==> src/ep_irq_pkg.sv <==
package ep_irq_pkg;
   localparam int unsigned          REG_W              = 16;
   localparam int unsigned          ADDR_W             = 12;
   localparam int unsigned          EP_COUNT           = 16;
   // printed offsets are not all multiples of four: keep them as indices
   localparam logic [ADDR_W-1:0]    TX_PENDING_IDX     = 12'h0002;
   localparam logic [ADDR_W-1:0]    RX_PENDING_IDX     = 12'h0004;
   localparam logic [ADDR_W-1:0]    TX_MASK_IDX        = 12'h0006;
   localparam logic [ADDR_W-1:0]    RX_MASK_IDX        = 12'h0008;
   localparam logic [ADDR_W-1:0]    CONFIGURED_IDX     = 12'h0010;
   localparam logic [ADDR_W-1:0]    IRQ_STATUS_IDX     = 12'h0011;
   localparam logic [ADDR_W-1:0]    IRQ_MASK_IDX       = 12'h0012;
   localparam logic [REG_W-1:0]     RX_PENDING_RESET   = 16'h0000;
   localparam logic [REG_W-1:0]     TX_PENDING_RESET   = 16'h0000;
   localparam logic [REG_W-1:0]     TX_MASK_RESET      = 16'hffff;
   localparam logic [REG_W-1:0]     RX_MASK_RESET      = 16'hfffe;
   localparam logic [REG_W-1:0]     CONFIGURED_RESET   = 16'h0000;
   localparam logic [REG_W-1:0]     RX_VALID_BITS      = 16'hfffe;
   localparam logic [1:0]           IRQ_STATUS_RESET   = 2'h0;
   localparam logic [1:0]           IRQ_MASK_RESET     = 2'h0;
   localparam int unsigned          IRQ_TX_BIT         = 0;
   localparam int unsigned          IRQ_RX_BIT         = 1;
   localparam int unsigned          CONTROL_EP_BIT     = 0;
endpackage : ep_irq_pkg

==> src/pending_bank.sv <==
`timescale 1ns/100ps
// sticky pending bits with read-to-clear; a set in the clearing cycle survives
module pending_bank
   import ep_irq_pkg::*;
#(
   parameter logic [REG_W-1:0] VALID = 16'hffff
) (
   input  wire logic              pclk,        // clock
   input  wire logic              presetn,     // async reset, low
   input  wire logic              ce,          // clock enable
   input  wire logic [REG_W-1:0]  event_in,    // event pulses
   input  wire logic [REG_W-1:0]  configured,  // endpoint configured
   input  wire logic              read_clear,  // destructive read
   output logic      [REG_W-1:0]  pending      // held bits
);
   logic [REG_W-1:0] next_pending;

   always_comb begin
      next_pending = pending;
      if (read_clear) begin
         next_pending = '0;
      end
      // unconfigured endpoints never latch
      next_pending = (next_pending | event_in) & configured & VALID;
   end

   always_ff @(posedge pclk or negedge presetn) begin
      if (!presetn) begin
         pending <= '0;
      end else if (ce) begin
         pending <= next_pending;
      end
   end
endmodule : pending_bank

==> src/sticky_bit.sv <==
`timescale 1ns/100ps
// one write-one-to-clear status bit; set beats clear
module sticky_bit (
   input  wire logic pclk,     // clock
   input  wire logic presetn,  // async reset, low
   input  wire logic ce,       // clock enable
   input  wire logic set,      // event
   input  wire logic clr,      // software clear
   output logic      q         // state
);
   always_ff @(posedge pclk or negedge presetn) begin
      if (!presetn) begin
         q <= 1'b0;
      end else if (ce) begin
         q <= set | (q & ~clr);
      end
   end
endmodule : sticky_bit

==> src/usb_endpoint_irq_status_enable.sv <==
// Register access over APB was decided locally.
`timescale 1ns/100ps
// Notes on behaviour
// - receive pending register, 16 bits, bits 15..1 flag receive endpoints 15..1.
// - bits of unconfigured endpoints always read zero.
// - reading the receive pending register returns bits then clears them.
// - receive pending resets to zero; bit 0 reserved, reads zero.
// - 16-bit transmit mask; set bit plus pending bit raises the usb interrupt.
// - cleared mask bit still lets pending bit set, but no usb interrupt; block_irq can still rise via irq_status.
// - transmit mask resets to all ones.
// - mask bit 0 gates the control endpoint, bits 15..1 transmit endpoints.
// - control endpoint transmit bit 0 sets on control in or out event.
module usb_endpoint_irq_status_enable
   import ep_irq_pkg::*;
(
   input  wire logic                       pclk,            // 100 MHz clock
   input  wire logic                       presetn,         // async reset, low
   input  wire logic                       ce,              // clock enable
   input  wire logic                       psel,            // apb select
   input  wire logic                       penable,         // apb access phase
   input  wire logic                       pwrite,          // apb write
   input  wire logic [ep_irq_pkg::ADDR_W+1:0] paddr,        // apb byte address
   input  wire logic [31:0]                pwdata,          // apb write data
   output logic      [31:0]                prdata,          // apb read data
   output logic                            pready,          // apb ready
   output logic                            pslverr,         // apb error
   input  wire logic [ep_irq_pkg::REG_W-1:0] tx_event,      // transmit endpoint events
   input  wire logic [ep_irq_pkg::REG_W-1:0] rx_event,      // receive endpoint events
   input  wire logic                       control_in_event,  // control in event
   input  wire logic                       control_out_event, // control out event
   output logic                            usb_irq,         // usb interrupt line
   output logic                            block_irq        // summary interrupt
);
   import ep_irq_pkg::*;

   ////////////////////////////////////////////////////////////////////////////////////////////////
   logic [REG_W-1:0]  tx_mask;
   logic [REG_W-1:0]  rx_mask;
   logic [REG_W-1:0]  configured;
   logic [1:0]        irq_mask;
   logic [1:0]        irq_status;
   logic [REG_W-1:0]  tx_pending;
   logic [REG_W-1:0]  rx_pending;
   logic [REG_W-1:0]  tx_events_all;
   logic [ADDR_W-1:0] idx;
   logic              access;
   logic              wr;
   logic              rd;
   logic              mapped;
   logic              rx_read;
   logic              tx_read;
   logic [31:0]       next_prdata;
   logic              next_usb_irq;
   logic              tx_irq_evt;
   logic              rx_irq_evt;

   ////////////////////////////////////////////////////////////////////////////////////////////////
   // setup cycle answers with pready low, access phase takes two cycles with pready high in the second
   assign idx    = paddr[ADDR_W+1:2];
   assign access = psel & penable & ~pready;
   assign wr     = access & pwrite;
   assign rd     = access & ~pwrite;
   assign mapped = (idx == TX_PENDING_IDX) || (idx == RX_PENDING_IDX) || (idx == TX_MASK_IDX) ||
                   (idx == RX_MASK_IDX) || (idx == CONFIGURED_IDX) || (idx == IRQ_STATUS_IDX) ||
                   (idx == IRQ_MASK_IDX);
   assign rx_read = rd & (idx == RX_PENDING_IDX) & ce;
   assign tx_read = rd & (idx == TX_PENDING_IDX) & ce;

   ////////////////////////////////////////////////////////////////////////////////////////////////
   // control in and out share bit 0
   always_comb begin
      tx_events_all                 = tx_event;
      tx_events_all[CONTROL_EP_BIT] = tx_event[CONTROL_EP_BIT] | control_in_event | control_out_event;
   end

   pending_bank #(
      .VALID (16'hffff)
   ) u_tx_bank (
      .pclk       (pclk),
      .presetn    (presetn),
      .ce         (ce),
      .event_in   (tx_events_all),
      .configured (configured),
      .read_clear (tx_read),
      .pending    (tx_pending)
   );

   pending_bank #(
      .VALID (RX_VALID_BITS)
   ) u_rx_bank (
      .pclk       (pclk),
      .presetn    (presetn),
      .ce         (ce),
      .event_in   (rx_event),
      .configured (configured),
      .read_clear (rx_read),
      .pending    (rx_pending)
   );

   ////////////////////////////////////////////////////////////////////////////////////////////////
   always_ff @(posedge pclk or negedge presetn) begin
      if (!presetn) begin
         tx_mask <= TX_MASK_RESET;
      end else if (ce && wr && idx == TX_MASK_IDX) begin
         tx_mask <= pwdata[REG_W-1:0];
      end
   end

   always_ff @(posedge pclk or negedge presetn) begin
      if (!presetn) begin
         rx_mask <= RX_MASK_RESET;
      end else if (ce && wr && idx == RX_MASK_IDX) begin
         rx_mask <= pwdata[REG_W-1:0] & RX_VALID_BITS;
      end
   end

   // software marks which endpoints are configured; unconfigured ones stay silent
   always_ff @(posedge pclk or negedge presetn) begin
      if (!presetn) begin
         configured <= CONFIGURED_RESET;
      end else if (ce && wr && idx == CONFIGURED_IDX) begin
         configured <= pwdata[REG_W-1:0];
      end
   end

   always_ff @(posedge pclk or negedge presetn) begin
      if (!presetn) begin
         irq_mask <= IRQ_MASK_RESET;
      end else if (ce && wr && idx == IRQ_MASK_IDX) begin
         irq_mask <= pwdata[1:0];
      end
   end

   ////////////////////////////////////////////////////////////////////////////////////////////////
   // summary sticky bits: rising edge of a new pending bit in either bank
   assign tx_irq_evt = |(tx_events_all & configured & ~tx_pending);
   assign rx_irq_evt = |(rx_event & configured & RX_VALID_BITS & ~rx_pending);

   sticky_bit u_tx_sticky (
      .pclk    (pclk),
      .presetn (presetn),
      .ce      (ce),
      .set     (tx_irq_evt),
      .clr     (wr && idx == IRQ_STATUS_IDX && pwdata[IRQ_TX_BIT]),
      .q       (irq_status[IRQ_TX_BIT])
   );

   sticky_bit u_rx_sticky (
      .pclk    (pclk),
      .presetn (presetn),
      .ce      (ce),
      .set     (rx_irq_evt),
      .clr     (wr && idx == IRQ_STATUS_IDX && pwdata[IRQ_RX_BIT]),
      .q       (irq_status[IRQ_RX_BIT])
   );

   ////////////////////////////////////////////////////////////////////////////////////////////////
   always_comb begin
      next_prdata = '0;
      unique case (idx)
         TX_PENDING_IDX: next_prdata[REG_W-1:0] = tx_pending;
         RX_PENDING_IDX: next_prdata[REG_W-1:0] = rx_pending & RX_VALID_BITS;
         TX_MASK_IDX:    next_prdata[REG_W-1:0] = tx_mask;
         RX_MASK_IDX:    next_prdata[REG_W-1:0] = rx_mask;
         CONFIGURED_IDX: next_prdata[REG_W-1:0] = configured;
         IRQ_STATUS_IDX: next_prdata[1:0]       = irq_status;
         IRQ_MASK_IDX:   next_prdata[1:0]       = irq_mask;
         default:        next_prdata = '0;
      endcase
   end

   always_ff @(posedge pclk or negedge presetn) begin
      if (!presetn) begin
         pready  <= 1'b0;
         pslverr <= 1'b0;
         prdata  <= '0;
      end else if (ce) begin
         pready  <= access;
         pslverr <= access & ~mapped;
         if (rd) begin
            prdata <= next_prdata;
         end
      end
   end

   ////////////////////////////////////////////////////////////////////////////////////////////////
   // registered view of the enabled pending bits; next state so the line drops the cycle the clear lands
   always_comb begin
      next_usb_irq = |(tx_pending & tx_mask & ~{REG_W{tx_read}}) |
                     |(rx_pending & rx_mask & ~{REG_W{rx_read}}) |
                     |(tx_events_all & configured & tx_mask) |
                     |(rx_event & configured & rx_mask & RX_VALID_BITS);
   end

   always_ff @(posedge pclk or negedge presetn) begin
      if (!presetn) begin
         usb_irq   <= 1'b0;
         block_irq <= 1'b0;
      end else if (ce) begin
         usb_irq   <= next_usb_irq;
         block_irq <= |(irq_status & irq_mask);
      end
   end
endmodule : usb_endpoint_irq_status_enable

==> config.mk <==
export PLATFORM = sky130hd
export DESIGN_NAME = usb_endpoint_irq_status_enable
export DESIGN_NICKNAME = d
export VERILOG_FILES = /design/src/ep_irq_pkg.sv /design/src/pending_bank.sv /design/src/sticky_bit.sv /design/src/usb_endpoint_irq_status_enable.sv
export SDC_FILE = /design/constraint.sdc
export NUM_CORES = 1
export LEC_CHECK = 0
export BUFFER_PORTS_ARGS = -buffer_cell sky130_fd_sc_hd__buf_2
export CORE_ASPECT_RATIO = 0.8
export CORE_MARGIN = 5
export CORE_UTILIZATION = 29
export CTS_BUF_LIST = sky130_fd_sc_hd__clkbuf_4
export DETAILED_ROUTE_END_ITERATION = 6
export PLACE_DENSITY = 0.57
export SLEW_MARGIN = 20
export SYNTH_ARGS = -nofsm -noshare
export SYNTH_HDL_FRONTEND = slang
export SYNTH_SLANG_ARGS = --single-unit
==> constraint.sdc <==
create_clock -name pclk -period 3 [get_ports pclk]
set_clock_uncertainty 0.1 [all_clocks]
set_input_delay 0.6 -clock pclk [delete_from_list [all_inputs] [get_ports pclk]]
set_output_delay 0.6 -clock pclk [all_outputs]
set_load 0.02 [all_outputs]
==> results of run 1 <==
## registers in the layout, summed over array words and instances (netlist names)
signal / flops
block_irq: 1
rx_mask: 15
prdata: 16
u_tx_sticky.q: 1
tx_mask: 16
usb_irq: 1
u_tx_bank.pending: 16
pslverr: 1
pready: 1
configured: 16
u_rx_sticky.q: 1
irq_mask: 2
u_rx_bank.pending: 15
## worst paths after layout
path                       startpoint       endpoint  cells after the start
setup / recovery            paddr[11]  configured[6]                      6
hold / removal                presetn  configured[7]                      1
setup reg to reg               pready  configured[6]                      6
hold reg to reg               pslverr        pslverr                      2
max in group asynchronous     presetn     rx_mask[8]                      2
min in group pclk           pwdata[2]  configured[2]                      2
## stage by stage
step / util [%] / cells
after global placement: 34.0 / 845
after floorplan: - / 527
final: 34.9 / 861
after detailed placement: 34.0 / 845
after CTS: 34.9 / 861
after global routing: 34.9 / 861
## cell usage in the layout (no fill, tap or decap), drive strengths merged, types with 16 or more instances in the layout
master	netlist	layout
mux2	49	49
a21oi	17	17
o21ai	16	16
nand2	38	38
inv	20	20
buf	25	107
dfstp	31	31
dfrtp	71	71
nor2	26	26
a221oi	19	19
o2bb2ai	29	29
conb	1	16
nand3	35	35
a22oi	25	25
## worst register-to-register path, cell delays in order (launching register included)
cell,delay [ns]
dfrtp_1,0.43
nand4b_1,0.24
inv_1,0.13
nand2_1,0.14
or4_1,0.59
buf_12,0.20
mux2_4,0.32
## per-layer routing
layer  track usage (%)  wire length [um]  part of all wire, %  vias up
li1                  -                 -                    -     2133
met1              24.5              8120                   44     2410
met2              25.4              8170                   44      254
met3              4.91              1960                   11       23
met4              4.01               257                  1.4        0
met5                 0                 0                    0        -
## final cells by class
cell class / instances / area [um^2]
Inverter: 20 / 75.1
Clock buffer: 11 / 82.6
Sequential cell: 102 / 2590
Clock inverter: 5 / 83.8
Tap cell: 253 / 317
Multi-Input combinational cell: 363 / 2560
Timing Repair Buffer: 107 / 653
Fill cell: 1836 / 11900
## cell families (layout without fill, tap and decap cells)
kind of cell           count (synthesis)  after routing  share of synthesized area [%]
AO/OA/AOI/OAI                        156            156                           21.8
AND/OR/NAND/NOR                      140            140                           13.0
flip-flops                           102            102                           47.9
buffers and inverters                 62            143                           5.95
multiplexers                          51             51                           11.3
other                                  1             16                         0.0694
## report_power, final
group	leakage (nW)	total (W)	switching [W]	internal, W
logic	1.32	0.000373	0.000250	0.000123
registers	1.27	0.00147	0.0000353	0.00143
clock network	0.0833	0.000823	0.000465	0.000358
==> results.md, run 1 <==
- Status: finished clean
- H-tree depth: 3
- Dpl cell area: approximately 6200 um^2
- Synth area leaders: dfrtp_1 33%, dfstp_2 15%, mux2_2 8.1%, o2bb2ai_1 4.7%, a22oi_1 3.5%
- Grt total ovfl: 0
- Crit Path Class: input pin to register
- Max Freq: ~430 MHz
- Synthesized area: 5410 um^2
- Post-synth top cells: 71 x dfrtp_1, 39 x mux2_2, 38 x nand2_1
- Port Buf Inserts: 86
- EDFF count, synth: 0
- Global-route wire length before repair: between 20000 and 30000 um
- # rows: between 40 and 50
- DR vias: ~4800
- Ant. Diodes: 0
- Warning count from the yosys run: 0
- Gp weighted congestion: approximately 0.89
- Cell Chain, Critical Path: buf_2 -> or4_1 -> or2_4 -> or4_1 -> buf_12 -> mux2_4
- Final Max Slew Viols: 0
- Layout cells sized above 1: 34.5%
- Final WL: between 15000 and 20000 um
- Skew-Pair Late Insertion Delay: 0.47 ns
- Hold WC Path Type: input pin to asynchronous set/reset pin
- HPWL Detailed: about 14000 um
- Worst Hold Margin: around 0.028 ns
- Slowest-stage cell, CP: or4_1
- Worst path max stage delay: about 0.54 ns
- Worst-Margin Slew: 0.688 ns
- Synth top area share: between 30% and 40%
- Syn Area/Cell: 10.6 um^2
- Worst VDD drop: ~0.00019 V
- Crit. End Element: register
- Fin nets: 689
- WP data required: around 3.3 ns
- Routed len/inst: ~21 um
- Post-CTS Repair Setup Buffers: 0
- Initial Utilization: 29.7%
- Initial DRC Count: 473
- Flops & latches, synth: about 100
- Pin count of the biggest net entering global routing: 55
- Mapped Cells: slightly above 500
- CP startpoint kind: input pin
- Total Die Area: approximately 21000 um^2
- Final setup fails: 0
- Crit path max fanout: 16
- Number of max-cap violations: 0
- I/O Pins: approximately 120
- Number of remaining DRC errors: 0
- Period utilization: 76.8%
- Chip width: about 160 um
- Core area: 18200 um^2
- Initial antenna violation count: 1
- Vias in the first global route: ~4800
- Worst reg2reg setup slack: approximately 0.75 ns
- Via density: approximately 5.6
- Critical Path Most Common Cell: or4_1
- Setup TNS: 0 ns
- GRT Total Usage: between 15 and 20%
- ANT nets after route: 0
- Final hold viol count: 0
- Post-route setup slack: around 0.70 ns
- Count leader, synth: dfrtp_1
- Drt pass-1 iters: 7
- Clk sink count: approximately 100
- Yosys top cell by area: dfrtp_1
- Worst slew margin: a little over half
- CTS tree: built
- Leak: ~2.7 nW
- PD cells: roughly 420 nW/um^2
- Final instance area: approximately 6400 um^2
- Unique masters post-synth: 43
- Total CTS buffers: 9
- PostCTS Resize Cnt: 0
- Sequential area share after synthesis: ~48%
- Worst path top cell family by delay: simple AND/OR/NAND/NOR gates
- CTS Buffer Depth: 2
- Root buffer cell: clkbuf_4
- RSZ-0062 raised after global routing: false
- Final Power: roughly 0.0027 W
- Area delta synth->final: 17.7%
- Arrival @ worst endpoint: between 2 and 3 ns
- Number of buffers and inverters on the critical path: 2
- Top FF cell, synth: dfrtp_1
- Minimum clock period: 2.30 ns
- Hold buffers post-CTS: 0
- Ys async rst share: 100%
- Setup WS pre-CTS: between 0.2 and 0.25 ns
- Worst-path clk slew: 0.16 ns
- Chip Height: between 100 and 150 um
(Power assumes the default switching activity.)
==> run 2, diff against run 1 <==
ABC_AREA = 1   (was default)
clock period = 2.25 ns   (was 3 ns; I/O delays follow)
==> run 2 against run 1 <==
  * Wire length is 5.7% higher
  * Register-to-register slack got worse by 0.45 ns
  * First-iteration DRC count unchanged
  * Critical endpoint is now usb_irq
  * Highest routed layer unchanged
==> results.md, run 2 <==
- Unique masters post-synth: 37 (-14%)
- Syn Area/Cell: 7.48 um^2 (-29%)
- H-tree depth: 3 (unchanged)
- Final setup fails: 0 (unchanged)
- Crit path max fanout: 16 (unchanged)
- Root buffer cell: clkbuf_4
- Ys async rst share: 100% (unchanged)
- Final WL: 19600 um (+5.7%)
- Worst path max stage delay: 0.44 ns (-0.10 ns)
- Total Die Area: 23200 um^2 (+8.1%)
- Top FF cell, synth: dfrtp_1
- Grt total ovfl: 0 (unchanged)
- Initial antenna violation count: 0 (-1)
- GRT Total Usage: 16.8% (-0.24 points)
- Worst-Margin Slew: 0.660 ns (-0.0280 ns)
- Hold buffers post-CTS: 1 (+1)
- # rows: 46 (+4.5%)
- EDFF count, synth: 0 (unchanged)
- Vias in the first global route: 5339 (+12%)
- Cell Chain, Critical Path: nor3_2 -> buf_4 -> nand4_4 -> o21ai_0 -> nand2_1 -> nor2_1 -> nand3_1 -> nor2_1 -> nor2_1
- Placed cell count: 1136 (+34%)
- Final Max Slew Viols: 0 (unchanged)
- Clk sink count: 102 (unchanged)
- Most frequent cells in the layout: 174 x nand2_1, 122 x inv_1, 85 x buf_2, 83 x nand3_1, 71 x dfrtp_1
- Drt pass-1 iters: 5 (-2)
- DR vias: 5633 (+17%)
- Critical Path Most Common Cell: nor2_1
- Setup TNS: 0 ns (unchanged)
- Count leader, synth: nand2_1
- RSZ-0062 raised after global routing: false
- Synth area leaders: dfrtp_1 30%, dfstp_2 14%, nand2_1 11%, inv_1 7.8%, nand3_1 7.1%
- I/O Pins: 122 (unchanged)
- Pin count of the biggest net entering global routing: 64 (+16%)
- Setup WS pre-CTS: -0.00602 ns (-0.209 ns)
- Final instance area: 6810 um^2 (+7.0%)
- CP startpoint kind: register
- Status: finished clean
- Worst slew margin: 56.0% (+1.9 points)
- Dpl cell area: 6680 um^2 (+7.9%)
- Skew-Pair Late Insertion Delay: 0.47 ns (about the same)
- Port Buf Inserts: 86 (unchanged)
- WP data required: 2.50 ns (-0.76 ns)
- PD cells: 485 nW/um^2 (+16%)
- Core area: 19900 um^2 (+9.0%)
- Final hold viol count: 0 (unchanged)
- Total CTS buffers: 9 (unchanged)
- Post-CTS Repair Setup Buffers: 0 (unchanged)
- Minimum clock period: ~2.0 ns
- Crit. End Element: register
- Fin nets: 970 (+41%)
- Number of remaining DRC errors: 0 (unchanged)
- PostCTS Resize Cnt: 0 (unchanged)
- Global-route wire length before repair: 30100 um (+6.0%)
- Initial DRC Count: 473 (unchanged)
- Worst-path clk slew: 0.17 ns (about the same)
- Worst path top cell family by delay: simple AND/OR/NAND/NOR gates
- Flops & latches, synth: 102 (unchanged)
- Area delta synth->final: 15.8%
- Post-route setup slack: 0.296 ns (-0.401 ns)
- Synthesized area: 5880 um^2 (+8.7%)
- Worst Hold Margin: 0.113 ns (+0.0851 ns)
- Number of buffers and inverters on the critical path: 1 (-1)
- Warning count from the yosys run: 0 (unchanged)
- Sequential area share after synthesis: 44.1% (-3.8 points)
- Number of max-cap violations: 0 (unchanged)
- Leak: 3.24 nW (+21%)
- Synth top area share: 30.2% (-2.6 points)
- Max Freq: between 500 and 600 MHz
- Post-synth top cells: 174 x nand2_1, 122 x inv_1, 83 x nand3_1
- Ant. Diodes: 0 (unchanged)
- Fillers: 2161 (+18%)
- Chip Height: 137 um (+3.9%)
- Routed len/inst: 17.0 um (-21%)
- Worst VDD drop: 0.000183 V (-4.0%)
- Initial Utilization: 29.6% (-0.072 points)
- Slowest-stage cell, CP: dfrtp_1
- Gp weighted congestion: 0.922 (+4.0%)
- Arrival @ worst endpoint: 2.21 ns (-0.35 ns)
- Hold WC Path Type: input pin to register
- Period utilization: about 87%
- HPWL Detailed: 14700 um (+7.6%)
- Mapped Cells: 786 (+54%)
- Fin cells: 1153 (+34%)
- Chip width: 169 um (+4.0%)
- Most common cell after layout, fill and taps aside: nand2_1
- Layout cells sized above 1: 20.8% (-14 points)
- Yosys top cell by area: dfrtp_1
- Crit Path Class: register to register
- CTS Buffer Depth: 2 (unchanged)
- Via density: 4.89 (-13%)
- CTS tree: built
- ANT nets after route: 0 (unchanged)
==> run 2: stage by stage <==
stage          total power, W  utilization [%]
3_3_place_gp          0.00244             33.7
3_5_place_dp          0.00245             33.7
5_1_grt               0.00346             34.3
6_report              0.00330             34.3
2_1_floorplan         0.00222                -
4_1_cts               0.00334             34.3
==> run 2: worst min-delay path, cell delays in order <==
cell	delay, ns
buf_2	0.10
inv_1	0.08
o21ai_1	0.07
==> run 2: cell type report <==
type,count,area [um^2],share of cell area (%)
repair buffers,118,713,10.5
flip-flops and latches,102,2590,38.1
well taps,264,330,4.85
inverters,125,469,6.89
clock buffers,12,90.1,1.32
clock inverters,4,25.0,0.368
multi-input cells,528,2590,38.0
==> run 2: kinds of logic after synthesis <==
kind of cell	after synthesis	share of synthesized area (%)
AO/OA/AOI/OAI	188	17.9
buffers and inverters	171	12.8
flip-flops	102	44.1
other	1	0.0638
AND/OR/NAND/NOR	324	25.2
==> run 2: final timing paths <==
path                                 from         end  slack, ns  cells past startpoint
worst max-delay path               pready     usb_irq       0.30                      9
worst min-delay path            pwdata[9]  tx_mask[9]       0.11                      3
worst max register to register     pready     usb_irq       0.30                      9
worst min register to register  prdata[1]   prdata[1]       0.40                      2
max in group asynchronous         presetn  rx_mask[5]       1.27                      3
min in group asynchronous         presetn     pslverr       0.39                      3
==> run 2: layer usage <==
| layer | GRT usage [%] | vias up | wire (um) |
|---|---|---|---|
| met3 | 3.73 | 17 | 1370 |
| met2 | 24.7 | 204 | 8170 |
| met1 | 25.0 | 2635 | 9750 |
| met4 | 3.93 | 0 | 256 |
| li1 | - | 2777 | - |
| met5 | 0 | - | 0 |
==> run 2: power by group <==
part | total, W | leakage (nW) | internal (W) | switching, W
Combinational | 0.000476 | 1.90 | 0.000153 | 0.000323
Sequential | 0.00193 | 1.28 | 0.00190 | 0.0000315
Clock | 0.000895 | 0.0650 | 0.000263 | 0.000632
